$ cat src/core/sfi_pkg.sv
// Purpose: Shared constants and carrier types for the special-function irq bank
// Assumes: 16-bit registers, byte address on the register port
// Notes:   Flag, enable, event and mask registers share one bit layout
package sfi_pkg;

  localparam int unsigned   AW        = 5;
  // Register byte offsets
  localparam logic [AW-1:0] OFS_IE    = 5'h00;
  localparam logic [AW-1:0] OFS_IFG   = 5'h02;
  localparam logic [AW-1:0] OFS_RPCR  = 5'h04;
  localparam logic [AW-1:0] OFS_EVT   = 5'h06;
  localparam logic [AW-1:0] OFS_MASK  = 5'h08;

  // Bit positions shared by enable, flag, event and mask
  localparam int unsigned   B_WDT     = 0;
  localparam int unsigned   B_OSC     = 1;
  localparam int unsigned   B_VMA     = 3;
  localparam int unsigned   B_NMI     = 4;
  localparam int unsigned   B_MIN     = 6;
  localparam int unsigned   B_MOUT    = 7;

  localparam logic [7:0]    IMPL_MASK = 8'hDB;
  localparam logic [7:0]    IE_RST    = 8'h00;
  localparam logic [7:0]    IFG_RST   = 8'h82;
  localparam logic [7:0]    EVT_RST   = 8'h00;
  localparam logic [7:0]    MASK_RST  = 8'h00;
  localparam logic [4:0]    RPCR_RST  = 5'h1C;
  localparam logic [15:0]   RD_NONE   = 16'h0000;

  typedef struct packed {
    logic [AW-1:0] addr;
    logic [15:0]   wdata;
    logic [1:0]    be;
    logic          wr;
    logic          rd;
  } sfi_bus_type;

  typedef struct packed {
    logic cpu_wr_out0;
    logic cpu_wr_out1;
    logic cpu_rd_in0;
    logic cpu_rd_in1;
    logic dbg_take_out0;
    logic dbg_take_out1;
    logic dbg_put_in0;
    logic dbg_put_in1;
    logic vec_ack_out;
    logic vec_ack_in;
  } sfi_mbx_type;

  typedef struct packed {
    logic nmi;
    logic vacant;
    logic osc_fault;
    logic wdt_expire;
    logic wdt_serviced;
  } sfi_sys_type;

  typedef struct packed {
    logic [7:0]  ie;
    logic [7:0]  ifg;
    logic [4:0]  rpcr;
    logic [7:0]  evt;
    logic [7:0]  mask;
    logic [1:0]  out_wr_seen;
    logic [1:0]  out_take_seen;
    logic [1:0]  in_put_seen;
    logic [1:0]  in_rd_seen;
    logic [15:0] rdata;
  } sfi_state_type;

endpackage

$ cat src/core/sfi_irq_regs.sv
// Purpose: Interrupt enable / flag bank with mailbox flag handshake
// Assumes: All event inputs are single-cycle pulses on clk_sys
// Notes:   Hardware sets win over every clear in the same cycle
`timescale 1ns/1ns

module sfi_irq_regs
  import sfi_pkg::*;
(
  input  wire logic        clk_sys,        // System clock, 125 MHz
  input  wire logic        rst,            // Synchronous reset, active high
  input  wire sfi_bus_type bus,            // Register port request
  output logic [15:0]      rdata,          // Read data, cycle after rd
  input  wire sfi_mbx_type mbx,            // Mailbox word events
  input  wire logic        mbx_wide,       // mailbox_width_sel: 1 = 32-bit
  input  wire sfi_sys_type sys,            // System event pulses
  input  wire logic        wdt_interval,   // Watchdog in interval mode
  output logic [7:0]       irq_req,        // Per-source requests
  output logic [4:0]       rst_pin_ctrl,   // reset_pin_control fields
  output logic             irq             // Event summary interrupt
);

  sfi_state_type s_q;
  sfi_state_type s_d;

  logic [AW-1:0] waddr;
  logic          wr_lo;
  logic          ifg_wr_lo;
  logic [7:0]    hw_set;
  logic [7:0]    hw_clr;
  logic [2:0]    out_wr_st;
  logic [2:0]    out_take_st;
  logic [2:0]    in_put_st;
  logic [2:0]    in_rd_st;

  // Pairs word events; returns {done, seen_next}
  function automatic logic [2:0] pair_step(logic [1:0] seen, logic [1:0] ev, logic wide);
    logic [1:0] acc;
    logic       done;
    acc  = seen | ev;
    done = wide ? (&acc) : ev[0];
    return {done, (done || !wide) ? 2'h0 : acc};
  endfunction

  ////////////////////////////////////////////////////////////////////////////
  // Event decode

  assign waddr     = {bus.addr[AW-1:1], 1'b0};
  assign wr_lo     = bus.wr && bus.be[0];
  assign ifg_wr_lo = wr_lo && (waddr == OFS_IFG);

  assign out_wr_st   = pair_step(s_q.out_wr_seen,
                                 {mbx.cpu_wr_out1, mbx.cpu_wr_out0}, mbx_wide);
  assign out_take_st = pair_step(s_q.out_take_seen,
                                 {mbx.dbg_take_out1, mbx.dbg_take_out0}, mbx_wide);
  assign in_put_st   = pair_step(s_q.in_put_seen,
                                 {mbx.dbg_put_in1, mbx.dbg_put_in0}, mbx_wide);
  assign in_rd_st    = pair_step(s_q.in_rd_seen,
                                 {mbx.cpu_rd_in1, mbx.cpu_rd_in0}, mbx_wide);

  always_comb begin
    hw_set         = 8'h00;
    hw_clr         = 8'h00;
    hw_set[B_MOUT] = out_take_st[2];
    hw_set[B_MIN]  = in_put_st[2];
    hw_set[B_NMI]  = sys.nmi;
    hw_set[B_VMA]  = sys.vacant;
    hw_set[B_OSC]  = sys.osc_fault;
    hw_set[B_WDT]  = sys.wdt_expire && wdt_interval;
    hw_clr[B_MOUT] = out_wr_st[2] || mbx.vec_ack_out;
    hw_clr[B_MIN]  = in_rd_st[2] || mbx.vec_ack_in;
    hw_clr[B_WDT]  = (sys.wdt_expire && !wdt_interval) || sys.wdt_serviced;
  end

  ////////////////////////////////////////////////////////////////////////////
  // Next state

  always_comb begin
    s_d               = s_q;
    s_d.out_wr_seen   = out_wr_st[1:0];
    s_d.out_take_seen = out_take_st[1:0];
    s_d.in_put_seen   = in_put_st[1:0];
    s_d.in_rd_seen    = in_rd_st[1:0];
    s_d.rdata         = RD_NONE;

    // Flags: hardware clear, then software write, then hardware set wins
    s_d.ifg = s_q.ifg & ~hw_clr;
    if (ifg_wr_lo) begin
      s_d.ifg = bus.wdata[7:0];
    end
    s_d.ifg = (s_d.ifg | hw_set) & IMPL_MASK;

    // Event status: write one to clear, set wins
    s_d.evt = s_q.evt;
    if (wr_lo && (waddr == OFS_EVT)) begin
      s_d.evt = s_q.evt & ~bus.wdata[7:0];
    end
    s_d.evt = (s_d.evt | hw_set) & IMPL_MASK;

    if (wr_lo) begin
      unique case (waddr)
        OFS_IE:   s_d.ie   = bus.wdata[7:0] & IMPL_MASK;
        OFS_RPCR: s_d.rpcr = bus.wdata[4:0];
        OFS_MASK: s_d.mask = bus.wdata[7:0] & IMPL_MASK;
        default:  ;
      endcase
    end

    // High lanes are all reserved, so be[1] is never decoded, for writes or for reads
    if (bus.rd) begin
      unique case (waddr)
        OFS_IE:   s_d.rdata = {8'h00, s_q.ie};
        OFS_IFG:  s_d.rdata = {8'h00, s_q.ifg};
        OFS_RPCR: s_d.rdata = {11'h000, s_q.rpcr};
        OFS_EVT:  s_d.rdata = {8'h00, s_q.evt};
        OFS_MASK: s_d.rdata = {8'h00, s_q.mask};
        default:  s_d.rdata = RD_NONE;
      endcase
    end
  end

  always_ff @(posedge clk_sys) begin
    if (rst) begin
      s_q               <= '0;
      s_q.ie            <= IE_RST;
      s_q.ifg           <= IFG_RST;
      s_q.rpcr          <= RPCR_RST;
      s_q.evt           <= EVT_RST;
      s_q.mask          <= MASK_RST;
      s_q.rdata         <= RD_NONE;
    end else begin
      s_q <= s_d;
    end
  end

  ////////////////////////////////////////////////////////////////////////////
  // Outputs

  always_comb begin
    irq_req        = s_q.ifg & s_q.ie;
    // Watchdog reset mode must act even with the enable off
    irq_req[B_WDT] = s_q.ifg[B_WDT] && (s_q.ie[B_WDT] || !wdt_interval);
  end

  assign rdata        = s_q.rdata;
  assign rst_pin_ctrl = s_q.rpcr;
  // Level summary: stays up until the status bit is cleared or masked
  assign irq          = |(s_q.evt & s_q.mask);
endmodule // sfi_irq_regs

$ cat config.mk
export PLATFORM = sky130hd
export DESIGN_NAME = sfi_irq_regs
export DESIGN_NICKNAME = d
export VERILOG_FILES = /design/src/core/sfi_pkg.sv /design/src/core/sfi_irq_regs.sv
export SDC_FILE = /design/constraint.sdc
export NUM_CORES = 1
export LEC_CHECK = 0
export BUFFER_PORTS_ARGS = -buffer_cell sky130_fd_sc_hd__buf_2
export CAP_MARGIN = 10
export CORE_ASPECT_RATIO = 0.9
export CORE_MARGIN = 4
export CORE_UTILIZATION = 52
export CTS_BUF_LIST = sky130_fd_sc_hd__clkbuf_4 sky130_fd_sc_hd__clkbuf_8
export DETAILED_ROUTE_END_ITERATION = 10
export PLACE_DENSITY = 0.91
export SYNTH_ARGS = -nofsm -noshare
export SYNTH_HDL_FRONTEND = slang
export SYNTH_SLANG_ARGS = --single-unit
$ cat constraint.sdc
create_clock -name clk_sys -period 1.2 [get_ports clk_sys]
set_input_delay 0.06 -clock clk_sys [delete_from_list [all_inputs] [get_ports clk_sys]]
set_output_delay 0.06 -clock clk_sys [all_outputs]
set_load 0.03 [all_outputs]
==> results.yml, run 1 <==
status:
  status: "complete, but fails checks"
  violations: "setup timing"
logic_synthesis:
  ys_seq_elements: 44
  yosys_warnings: 0
  synth_largest_area_cell: "dfxtp_1"
  synthCells: 259
  yosysUniqueCellTypes: 39
  async_reset_ff_frac: 0
  ys_seq_area_frac: 0.3964
  synth.area.top_cells: "dfxtp_1 (40%), buf_4 (8.1%), nand3_1 (5.6%)"
  synth_top_area_frac: 0.3964
  synth_edf_count: 0
  ys.flop_type: "dfxtp_1"
  syn_area_um2: 2222
  syn_avg_cell_area_um2: 8.580
routing:
  vias: 2221
  first_pass_iters: 5
  vias_per_cell: 6.152
  drt_iter0_drc: 305
  drc: 0
  wl_per_cell_um: 17.52
  ant_nets: 0
  wirelength_um: 6326
worst_setup_path:
  timing.critical_path.mode_cell: "buf_6"
  critPathTopFamily: "flip-flops"
  critPathSlowestCell: "dfxtp_2"
  start_kind: "flip-flop"
  crit_cells: 4
  path_cells: "buf_6, a22oi_2, nand3_2, buf_6"
  worstReg2RegStart: "s_q[21]$_SDFF_PP0_"
  endpoint: "irq"
  critPathLaunch: "s_q[35]$_SDFF_PP0_"
  crit_type: "reg -> out"
  r2r-end: "s_q[39]$_SDFF_PP0_"
  cp.required_ps: 1140
  crit_path_max_fanout: 2
  rrSetupSlack_ps: 20
  cp_slowest_stage_delay_ps: 330
  end_kind: "output pin"
  worst_ep_arrival_time_ps: 1190
  reg2reg_depth: 3
  critPathBufInv: 2
floorplan:
  coreArea_um2: 4101
  die_area_um2: 5385
  ios: 74
  die_w_um: 76.91
  die_h_um: 70.02
  rows: 22
  start_util: 0.5418
grt:
  grt_max_degree: 18
  grt_pass1_vias: 2114
  grt.overflow.total: 0
  antenna_found_initial: 0
  grt_use_total: 0.2304
  grt_pass1_wl_um: 9956
sta:
  rsz0062_at_grt: "true"
  layout_setup_ws_ps: -50.27
  slew_violations: 0
  period_needed_ps: 1250
  tns_ps: -50.27
  fin_skew_ps: 3.766
  setup_viol: 1
  hold_violations: 0
  fin_worst_hold_slack_ps: 4.351
  min_period_over_period: 1.042
  max_freq_mhz: 799.8
clock_network:
  htreeDepth: 2
  tritoncts: "done"
  cts_root_buffer: "clkbuf_8"
  numClockSinks: 44
  cts_max_path_buffers: 2
  clkSlewWorstSetupHoldPaths_ps: 80
  numCtsBuffers: 5
  clock_latency_ps: 290
pwr:
  p_per_area_nw_per_um2: 1087
  totalPowerFinal_mw: 2.888
  ir_drop_mv: 0.4868
  p_leak_nw: 1.111
placement:
  gp_congestion: 0.9335
  hpwl_um: 4617
  io_buffers: 51
finish:
  utilization: 0.6477
  diodes: 0
  syn_to_final_growth_pct: 19.54
  fin_nets: 357
  drive_above_1_share: 0.3227
flow_run:
  maxCapViolCount: 0
min_path:
  hp-class: "in -> reg"
## routing by layer
layer  vias to the layer above  wire length [um]  global-route usage
li1                       1002                 -                   -
met1                      1037              2374              0.2770
met2                       161              3078              0.3868
met3                        21               678             0.05284
met4                         0               194              0.1107
met5                         -                 0                   0
## kinds of logic after synthesis
group                  Yosys count  synth area share
AO/OA/AOI/OAI                   62            0.1796
flip-flops                      44            0.3964
AND/OR/NAND/NOR                 91            0.2185
other                            1          0.001688
buffers and inverters           45            0.1273
multiplexers                    16           0.07658
## worst register-to-register path, stage by stage (launching register included)
cell and delay [ps]:
dfxtp_1 320, or3b_2 480, a21oi_1 190, a311oi_1 70
## cells in the final DEF (no fill, tap or decap), types with 8 or more instances in the layout
master   count
buf_4       23
a21oi_1     16
buf_2       49
conb_1      11
o21ai_0     16
mux2_2       8
nand3_1     24
nand2_1     17
dfxtp_1     41
mux2i_1      8
nor2_1      16
## synth_stat cells, drive strengths merged, types with 5 or more instances
master and count:
nand3 25, nor3b 5, a31oi 5, o21ai 17
a21oi 17, mux2i 8, clkbuf 7, dfxtp 44
nor2 16, buf 33, inv 5, mux2 8
and2 5, nand2 17, a311oi 5, a22oi 5
## area by class of cell
cell class,instances,area (um2)
fill,328,1445
multi-input combinational,180,1121
sequential,44,884.6
timing repair buffer,77,490.5
clock buffer,6,76.32
tap,48,60.06
inverter,5,18.77
clock inverter,1,5.005
## repair_timing
action,4_1_cts,5_1_grt
setup buffers,0,1
pin swaps,1,5
endpoints found under the setup margin,1,5
gates cloned,0,0
endpoints found under the hold margin,1,0
hold buffers,1,0
gates resized for setup,4,7
## state kept, by name, indices dropped and copies added, names as in the netlist
signal	cells
rdata	7
rst_pin_ctrl	5
s_q	32
## per-stage QoR
stage | instance area [um2] | std cells | setup WS [ps]
after floorplan | 2260 | 269 | 89.73
after global placement | 2522 | 352 | -16.66
after detailed placement | 2522 | 352 | -48.23
after CTS | 2630 | 360 | -26.59
after global routing | 2656 | 361 | -66.52
final | 2656 | 361 | -50.27
## report_power, final
group / internal (mW) / total, mW / switching [mW]
clock: 0.419 / 0.902 / 0.483
sequential: 1.50 / 1.53 / 0.0320
combinational: 0.183 / 0.453 / 0.270
total: 2.10 / 2.89 / 0.785
## worst min path at each step
stage | start | to | slack [ps] | cells past startpoint
floorplan | bus[5] | s_q[33]$_SDFF_PP0_ | 170 | 1
global placement | sys[2] | s_q[46]$_SDFF_PP1_ | 280 | 3
detailed placement | sys[2] | s_q[46]$_SDFF_PP1_ | 290 | 3
CTS | bus[6] | rst_pin_ctrl[2]$_SDFFE_PP1P_ | 10 | 3
global route | bus[5] | s_q[33]$_SDFF_PP0_ | 20 | 2
finish | bus[7] | s_q[35]$_SDFF_PP0_ | 4 | 2
(Power assumes the default switching activity.)
==> run 2, diff against run 1 <==
Settings changed: ABC_AREA set to 1.
Clock period 1.2 ns to 1.3 ns, I/O delays scaled along.
==> results.yml, run 2 <==
routing:
  first_pass_iters: 4
  drt_iter0_drc: 153
  vias_per_cell: 5.116
  ant_nets: 0
  wirelength_um: 5411
  wl_per_cell_um: 12.85
  drc: 0
  vias: 2154
status:
  violations: "hold timing"
  status: "complete, but fails checks"
min_path:
  hold_start: "mbx[7]"
  hp-class: "in -> reg"
flow_run:
  maxCapViolCount: 0
worst_setup_path:
  reg2reg_depth: 6
  path_cells: "nand2_2, nand2_2, a21oi_2, nand4_1, buf_6"
  endpoint: "irq"
  end_kind: "output pin"
  r2r-end: "s_q[51]$_SDFF_PP0_"
  rrSetupSlack_ps: 320
  crit_path_max_fanout: 3
  worstReg2RegStart: "s_q[18]$_SDFF_PP0_"
  cp_slowest_stage_delay_ps: 350
  start_kind: "flip-flop"
  critPathSlowestCell: "dfxtp_2"
  cp.required_ps: 1240
  crit_type: "reg -> out"
  worst_ep_arrival_time_ps: 1180
  timing.critical_path.mode_cell: "nand2_2"
  critPathLaunch: "s_q[36]$_SDFF_PP0_"
floorplan:
  die_area_um2: 5441
  die_w_um: 77.31
  die_h_um: 70.38
  start_util: 0.5445
  ios: 74
  rows: 22
  coreArea_um2: 4129
logic_synthesis:
  syn_avg_cell_area_um2: 6.897
  async_reset_ff_frac: 0
  ys_seq_area_frac: 0.3918
  synth_most_common_cell: "nand2_1"
  synth_top_area_frac: 0.3918
  synth.area.top_cells: "dfxtp_1 (39%), nand2_1 (12%), nand3_1 (8.9%)"
  synthCells: 326
  ys.flop_type: "dfxtp_1"
  synth_largest_area_cell: "dfxtp_1"
  synth_edf_count: 0
  yosys_warnings: 0
  yosysUniqueCellTypes: 22
  ys_seq_elements: 44
  synthTopCellsByCount: "nand2_1 (71), dfxtp_1 (44), nand3_1 (40)"
  syn_area_um2: 2248
clock_network:
  numCtsBuffers: 5
  cts_max_path_buffers: 2
  clock_latency_ps: 300
  numClockSinks: 44
  tritoncts: "done"
  clkSlewWorstSetupHoldPaths_ps: 80
  htreeDepth: 2
  post_cts_buffers: 0
  cts_root_buffer: "clkbuf_8"
pwr:
  combPwrFrac: 0.137
  power.net_switching_mw: 0.7461
  totalPowerFinal_mw: 2.711
  p_per_area_nw_per_um2: 1054
  switching_share: 0.2752
  ir_drop_mv: 0.5389
  p_clk_frac: 0.339
  p_int_mw: 1.965
  seqPwrFrac: 0.525
  p_leak_nw: 1.276
placement:
  io_buffers: 51
  gp_congestion: 0.9003
  hpwl_um: 4106
  placed_cell_area_um2: 2434
  dp_slack_ps: 219.4
  place_inst: 411
finish:
  final_common_cell: "nand2_1"
  fin_nets: 416
  regMostFlops: "s_q"
  syn_to_final_growth_pct: 14.36
  largest_reg_flops: 32
  postLayoutCellArea_um2: 2571
  diodes: 0
  nFillCells: 389
  final_cell_mix: "nand2_1 (68), buf_2 (50), dfxtp_1 (42)"
  fin_cells: 421
  drive_above_1_share: 0.2440
grt:
  grt_use_total: 0.2017
  grt_pass1_vias: 1972
  antenna_found_initial: 0
  grt.overflow.total: 0
  grt_pass1_wl_um: 8804
  grt_max_degree: 16
sta:
  fin_worst_hold_slack_ps: -3.343
  setup_viol: 0
  rsz0062_at_grt: "false"
  max_freq_mhz: 803.9
  period_needed_ps: 1244
  slew_violations: 0
  fin_skew_ps: 9.023
  min_period_over_period: 0.9569
  layout_setup_ws_ps: 56.00
  hold_violations: 1
  tns_ps: 0
==> run 2: changes by cell type in the layout (fill, tap and decap cells not counted), sizes merged, moves of 12 or more <==
cell / delta
nand2: +57
inv: +39
nor2: +21
buf: -17
nand3: +17
a21oi: +12
==> run 2: metal layers <==
layer / global-route usage / wire, um / up-vias
met5: 0 / 0 / -
met4: 0.07510 / 110 / 0
met3: 0.05284 / 468 / 10
met2: 0.3289 / 2562 / 87
met1: 0.2550 / 2269 / 967
li1: - / - / 1090
==> run 2: final cells by class <==
cell class                      instances  area, um2  area share
Timing Repair Buffer                   61      341.6      0.1328
Multi-Input combinational cell        215       1020      0.3966
Inverter                               45      168.9     0.06569
Tap cell                               48      60.06     0.02336
Clock inverter                          1      7.507    0.002920
Sequential cell                        44      883.3      0.3436
Clock buffer                            7      90.09     0.03504
==> run 2: worst min-delay path by stage <==
| stage | endpoint | depth (start not counted) | slack [ps] |
|---|---|---|---|
| finish | s_q[16]$_SDFF_PP0_ | 3 | -3 |
| CTS | s_q[16]$_SDFF_PP0_ | 3 | 2 |
| detailed placement | s_q[46]$_SDFF_PP1_ | 3 | 270 |
| floorplan | s_q[46]$_SDFF_PP1_ | 2 | 160 |
| global placement | s_q[46]$_SDFF_PP1_ | 3 | 260 |
| global route | s_q[23]$_SDFF_PP0_ | 3 | 20 |
==> run 2: through the flow <==
| step | hold slack (ps) | util |
|---|---|---|
| global route | 19.79 | 0.6227 |
| CTS | 1.729 | 0.6179 |
| finish | -3.343 | 0.6227 |
| detailed placement | 268.6 | 0.5894 |
| global placement | 264.5 | 0.5894 |
| floorplan | 160.6 | - |
==> run 2: repair_timing <==
action | in CTS | in global routing
endpoints found under the hold margin | 3 | 0
endpoints found under the setup margin | 0 | 1
hold buffers | 2 | 0
gates resized for setup | 0 | 9
==> run 2: power by group through the flow <==
stage / Sequential, mW / Clock (mW) / Combinational [mW]
2_1_floorplan: 1.44 / 0 / 0.268
3_3_place_gp: 1.45 / 0 / 0.348
3_5_place_dp: 1.45 / 0 / 0.359
4_1_cts: 1.42 / 0.931 / 0.367
5_1_grt: 1.43 / 0.979 / 0.413
6_report: 1.42 / 0.918 / 0.371
==> run 2: critical path, delay by kind of cell (launching register included) <==
family                 cells  cell delay, ps
buffers and inverters      1             170
AO/OA/AOI/OAI              1             100
AND/OR/NAND/NOR            3             260
flip-flops                 1             350
==> run 2: cells by family after synthesis <==
family,after synthesis,share of synthesized area
and+or+nand+nor,159,0.3300
AOI/OAI and AO/OA,45,0.1002
DFF,44,0.3918
other,1,0.001668
buffers and inverters,77,0.1764
==> run 3, diff against run 2 <==
--- a/config.mk
+++ b/config.mk
@@ -15,4 +15,5 @@
 export DETAILED_ROUTE_END_ITERATION = 10
 export PLACE_DENSITY = 0.91
+export SLEW_MARGIN = 40
 export SYNTH_ARGS = -nofsm -noshare
 export SYNTH_HDL_FRONTEND = slang
==> constraint.sdc (replaced) <==
create_clock -name clk_sys -period 1.3 [get_ports clk_sys]
set_input_delay 0.13 -clock clk_sys [delete_from_list [all_inputs] [get_ports clk_sys]]
set_output_delay 0.13 -clock clk_sys [all_outputs]
set_load 0.03 [all_outputs]
==> results.yml, run 3 (synthesized netlist as in run 2, its figures left out) <==
routing:
  drt_iter0_drc: 184
  drc: 0
  first_pass_iters: 4
  wl_per_cell_um: 12.89
  ant_nets: 0
  vias: 2132
  wirelength_um: 5413
  vias_per_cell: 5.076
worst_setup_path:
  reg2reg_depth: 6
  cp.required_ps: 1170
  critPathLaunch: "s_q[33]$_SDFF_PP0_"
  path_cells: "nand2_2, nand2_1, a21oi_2, nand4_1, buf_6"
  crit_cells: 5
  cp_slowest_stage_delay_ps: 340
  crit_path_max_fanout: 2
  critPathTopFamily: "flip-flops"
  crit_type: "reg -> out"
  worst_ep_arrival_time_ps: 1130
  end_kind: "output pin"
  critPathBufInv: 1
  rrSetupSlack_ps: 350
  critPathSlowestCell: "dfxtp_2"
  worstReg2RegStart: "s_q[18]$_SDFF_PP0_"
  start_kind: "flip-flop"
  r2r-end: "s_q[51]$_SDFF_PP0_"
grt:
  grt_pass1_wl_um: 9032
  grt_max_degree: 17
  grt_use_total: 0.2057
  grt_pass1_vias: 2026
  antenna_found_initial: 0
  grt.overflow.total: 0
min_path:
  min_delay_path_depth: 3
  min_delay_worst_endpoint: "s_q[46]$_SDFF_PP1_"
  hp-class: "in -> reg"
  hold_start: "sys[2]"
finish:
  fin_nets: 416
  fin_cells: 420
  final_cell_mix: "nand2_1 (70), buf_2 (49), nand3_1 (40), dfxtp_1 (40), inv_1 (38)"
  syn_to_final_growth_pct: 15.53
  diodes: 0
  largest_reg_flops: 32
  regMostFlops: "s_q"
  final_common_cell: "nand2_1"
  drive_above_1_share: 0.2473
placement:
  hpwl_um: 4028
  place_inst: 411
  dp_slack_ps: 153.9
  gp_congestion: 0.8932
  io_buffers: 51
floorplan:
  ios: 74
  die_h_um: 70.38
  start_util: 0.5445
  die_area_um2: 5441
  coreArea_um2: 4129
  die_w_um: 77.31
  rows: 22
status:
  status: "finished clean"
sta:
  max_freq_mhz: 792.4
  setup_viol: 0
  fin_skew_ps: 9.545
  rsz0062_at_grt: "true"
  period_needed_ps: 1262
  slew_violations: 0
  fin_worst_hold_slack_ps: 31.29
  hold_violations: 0
  min_period_over_period: 0.9707
  layout_setup_ws_ps: 38.07
clock_network:
  clkSlewWorstSetupHoldPaths_ps: 80
  cts_max_path_buffers: 2
  htreeDepth: 2
  ctsHoldBuffers: 0
  numCtsBuffers: 5
  cts_root_buffer: "clkbuf_8"
  numClockSinks: 44
  tritoncts: "done"
  clock_latency_ps: 300
pwr:
  ir_drop_mv: 0.5791
  p_per_area_nw_per_um2: 1158
  p_leak_nw: 1.294
flow_run:
  maxCapViolCount: 0
-- run 3: cell types whose count changed in the layout (fill, tap and decap cells not counted), moves of 2 or more --
cell,before,now
dlygate4sd3_1,2,0
nand2_2,5,3
dfxtp_1,42,40
buf_4,8,11
nand2_1,68,70
dfxtp_2,2,4
bufinv_16,0,2
-- run 3: cell type report --
class / count / area [um2]
Inverter: 45 / 168.9
Multi-Input combinational cell: 215 / 1015
Sequential cell: 44 / 885.9
Timing Repair Buffer: 61 / 339.1
Tap cell: 48 / 60.06
Fill cell: 391 / 1531
Clock buffer: 5 / 68.82
Clock inverter: 2 / 60.06
-- run 3: worst min-delay path, stage by stage --
cell	delay, ps
buf_2	90
a21oi_1	40
nand2_1	50
-- run 3: stage by stage --
stage | setup TNS, ps | area, um2 | total power, mW | utilization
floorplan | 0 | 2286 | 1.709 | -
global placement | 0 | 2434 | 1.796 | 0.5894
detailed placement | 0 | 2434 | 1.808 | 0.5894
CTS | -13.12 | 2586 | 3.010 | 0.6264
global route | -19.23 | 2597 | 3.128 | 0.6291
finish | 0 | 2597 | 3.008 | 0.6291
-- run 3: layer usage --
metal / part of all wire / vias up / GRT usage / routed length [um]
li1: - / 1085 / - / -
met1: 0.43 / 958 / 0.2714 / 2329
met2: 0.48 / 80 / 0.3298 / 2595
met3: 0.077 / 9 / 0.05284 / 419
met4: 0.013 / 0 / 0.06126 / 68
met5: 0 / - / 0 / 0
-- run 3: worst max-delay path by stage --
| stage | end | slack, ps |
|---|---|---|
| floorplan | irq_req[0] | 330 |
| global placement | s_q[60]$_SDFFE_PP0P_ | 180 |
| detailed placement | s_q[53]$_SDFFE_PP0P_ | 150 |
| CTS | irq | -10 |
| global route | irq | -20 |
| finish | irq | 40 |
-- run 3: power breakdown --
part	total (mW)	switching, mW	internal [mW]
combinational	0.373	0.250	0.123
clock	1.21	0.458	0.756
sequential	1.42	0.0307	1.39
-- run 3: timing repair --
action / 4_1_cts / 5_1_grt
gates resized for setup: 4 / 6
pin swaps: 2 / 1
buffers inserted: 2 / 0
setup endpoints to repair: 1 / 2
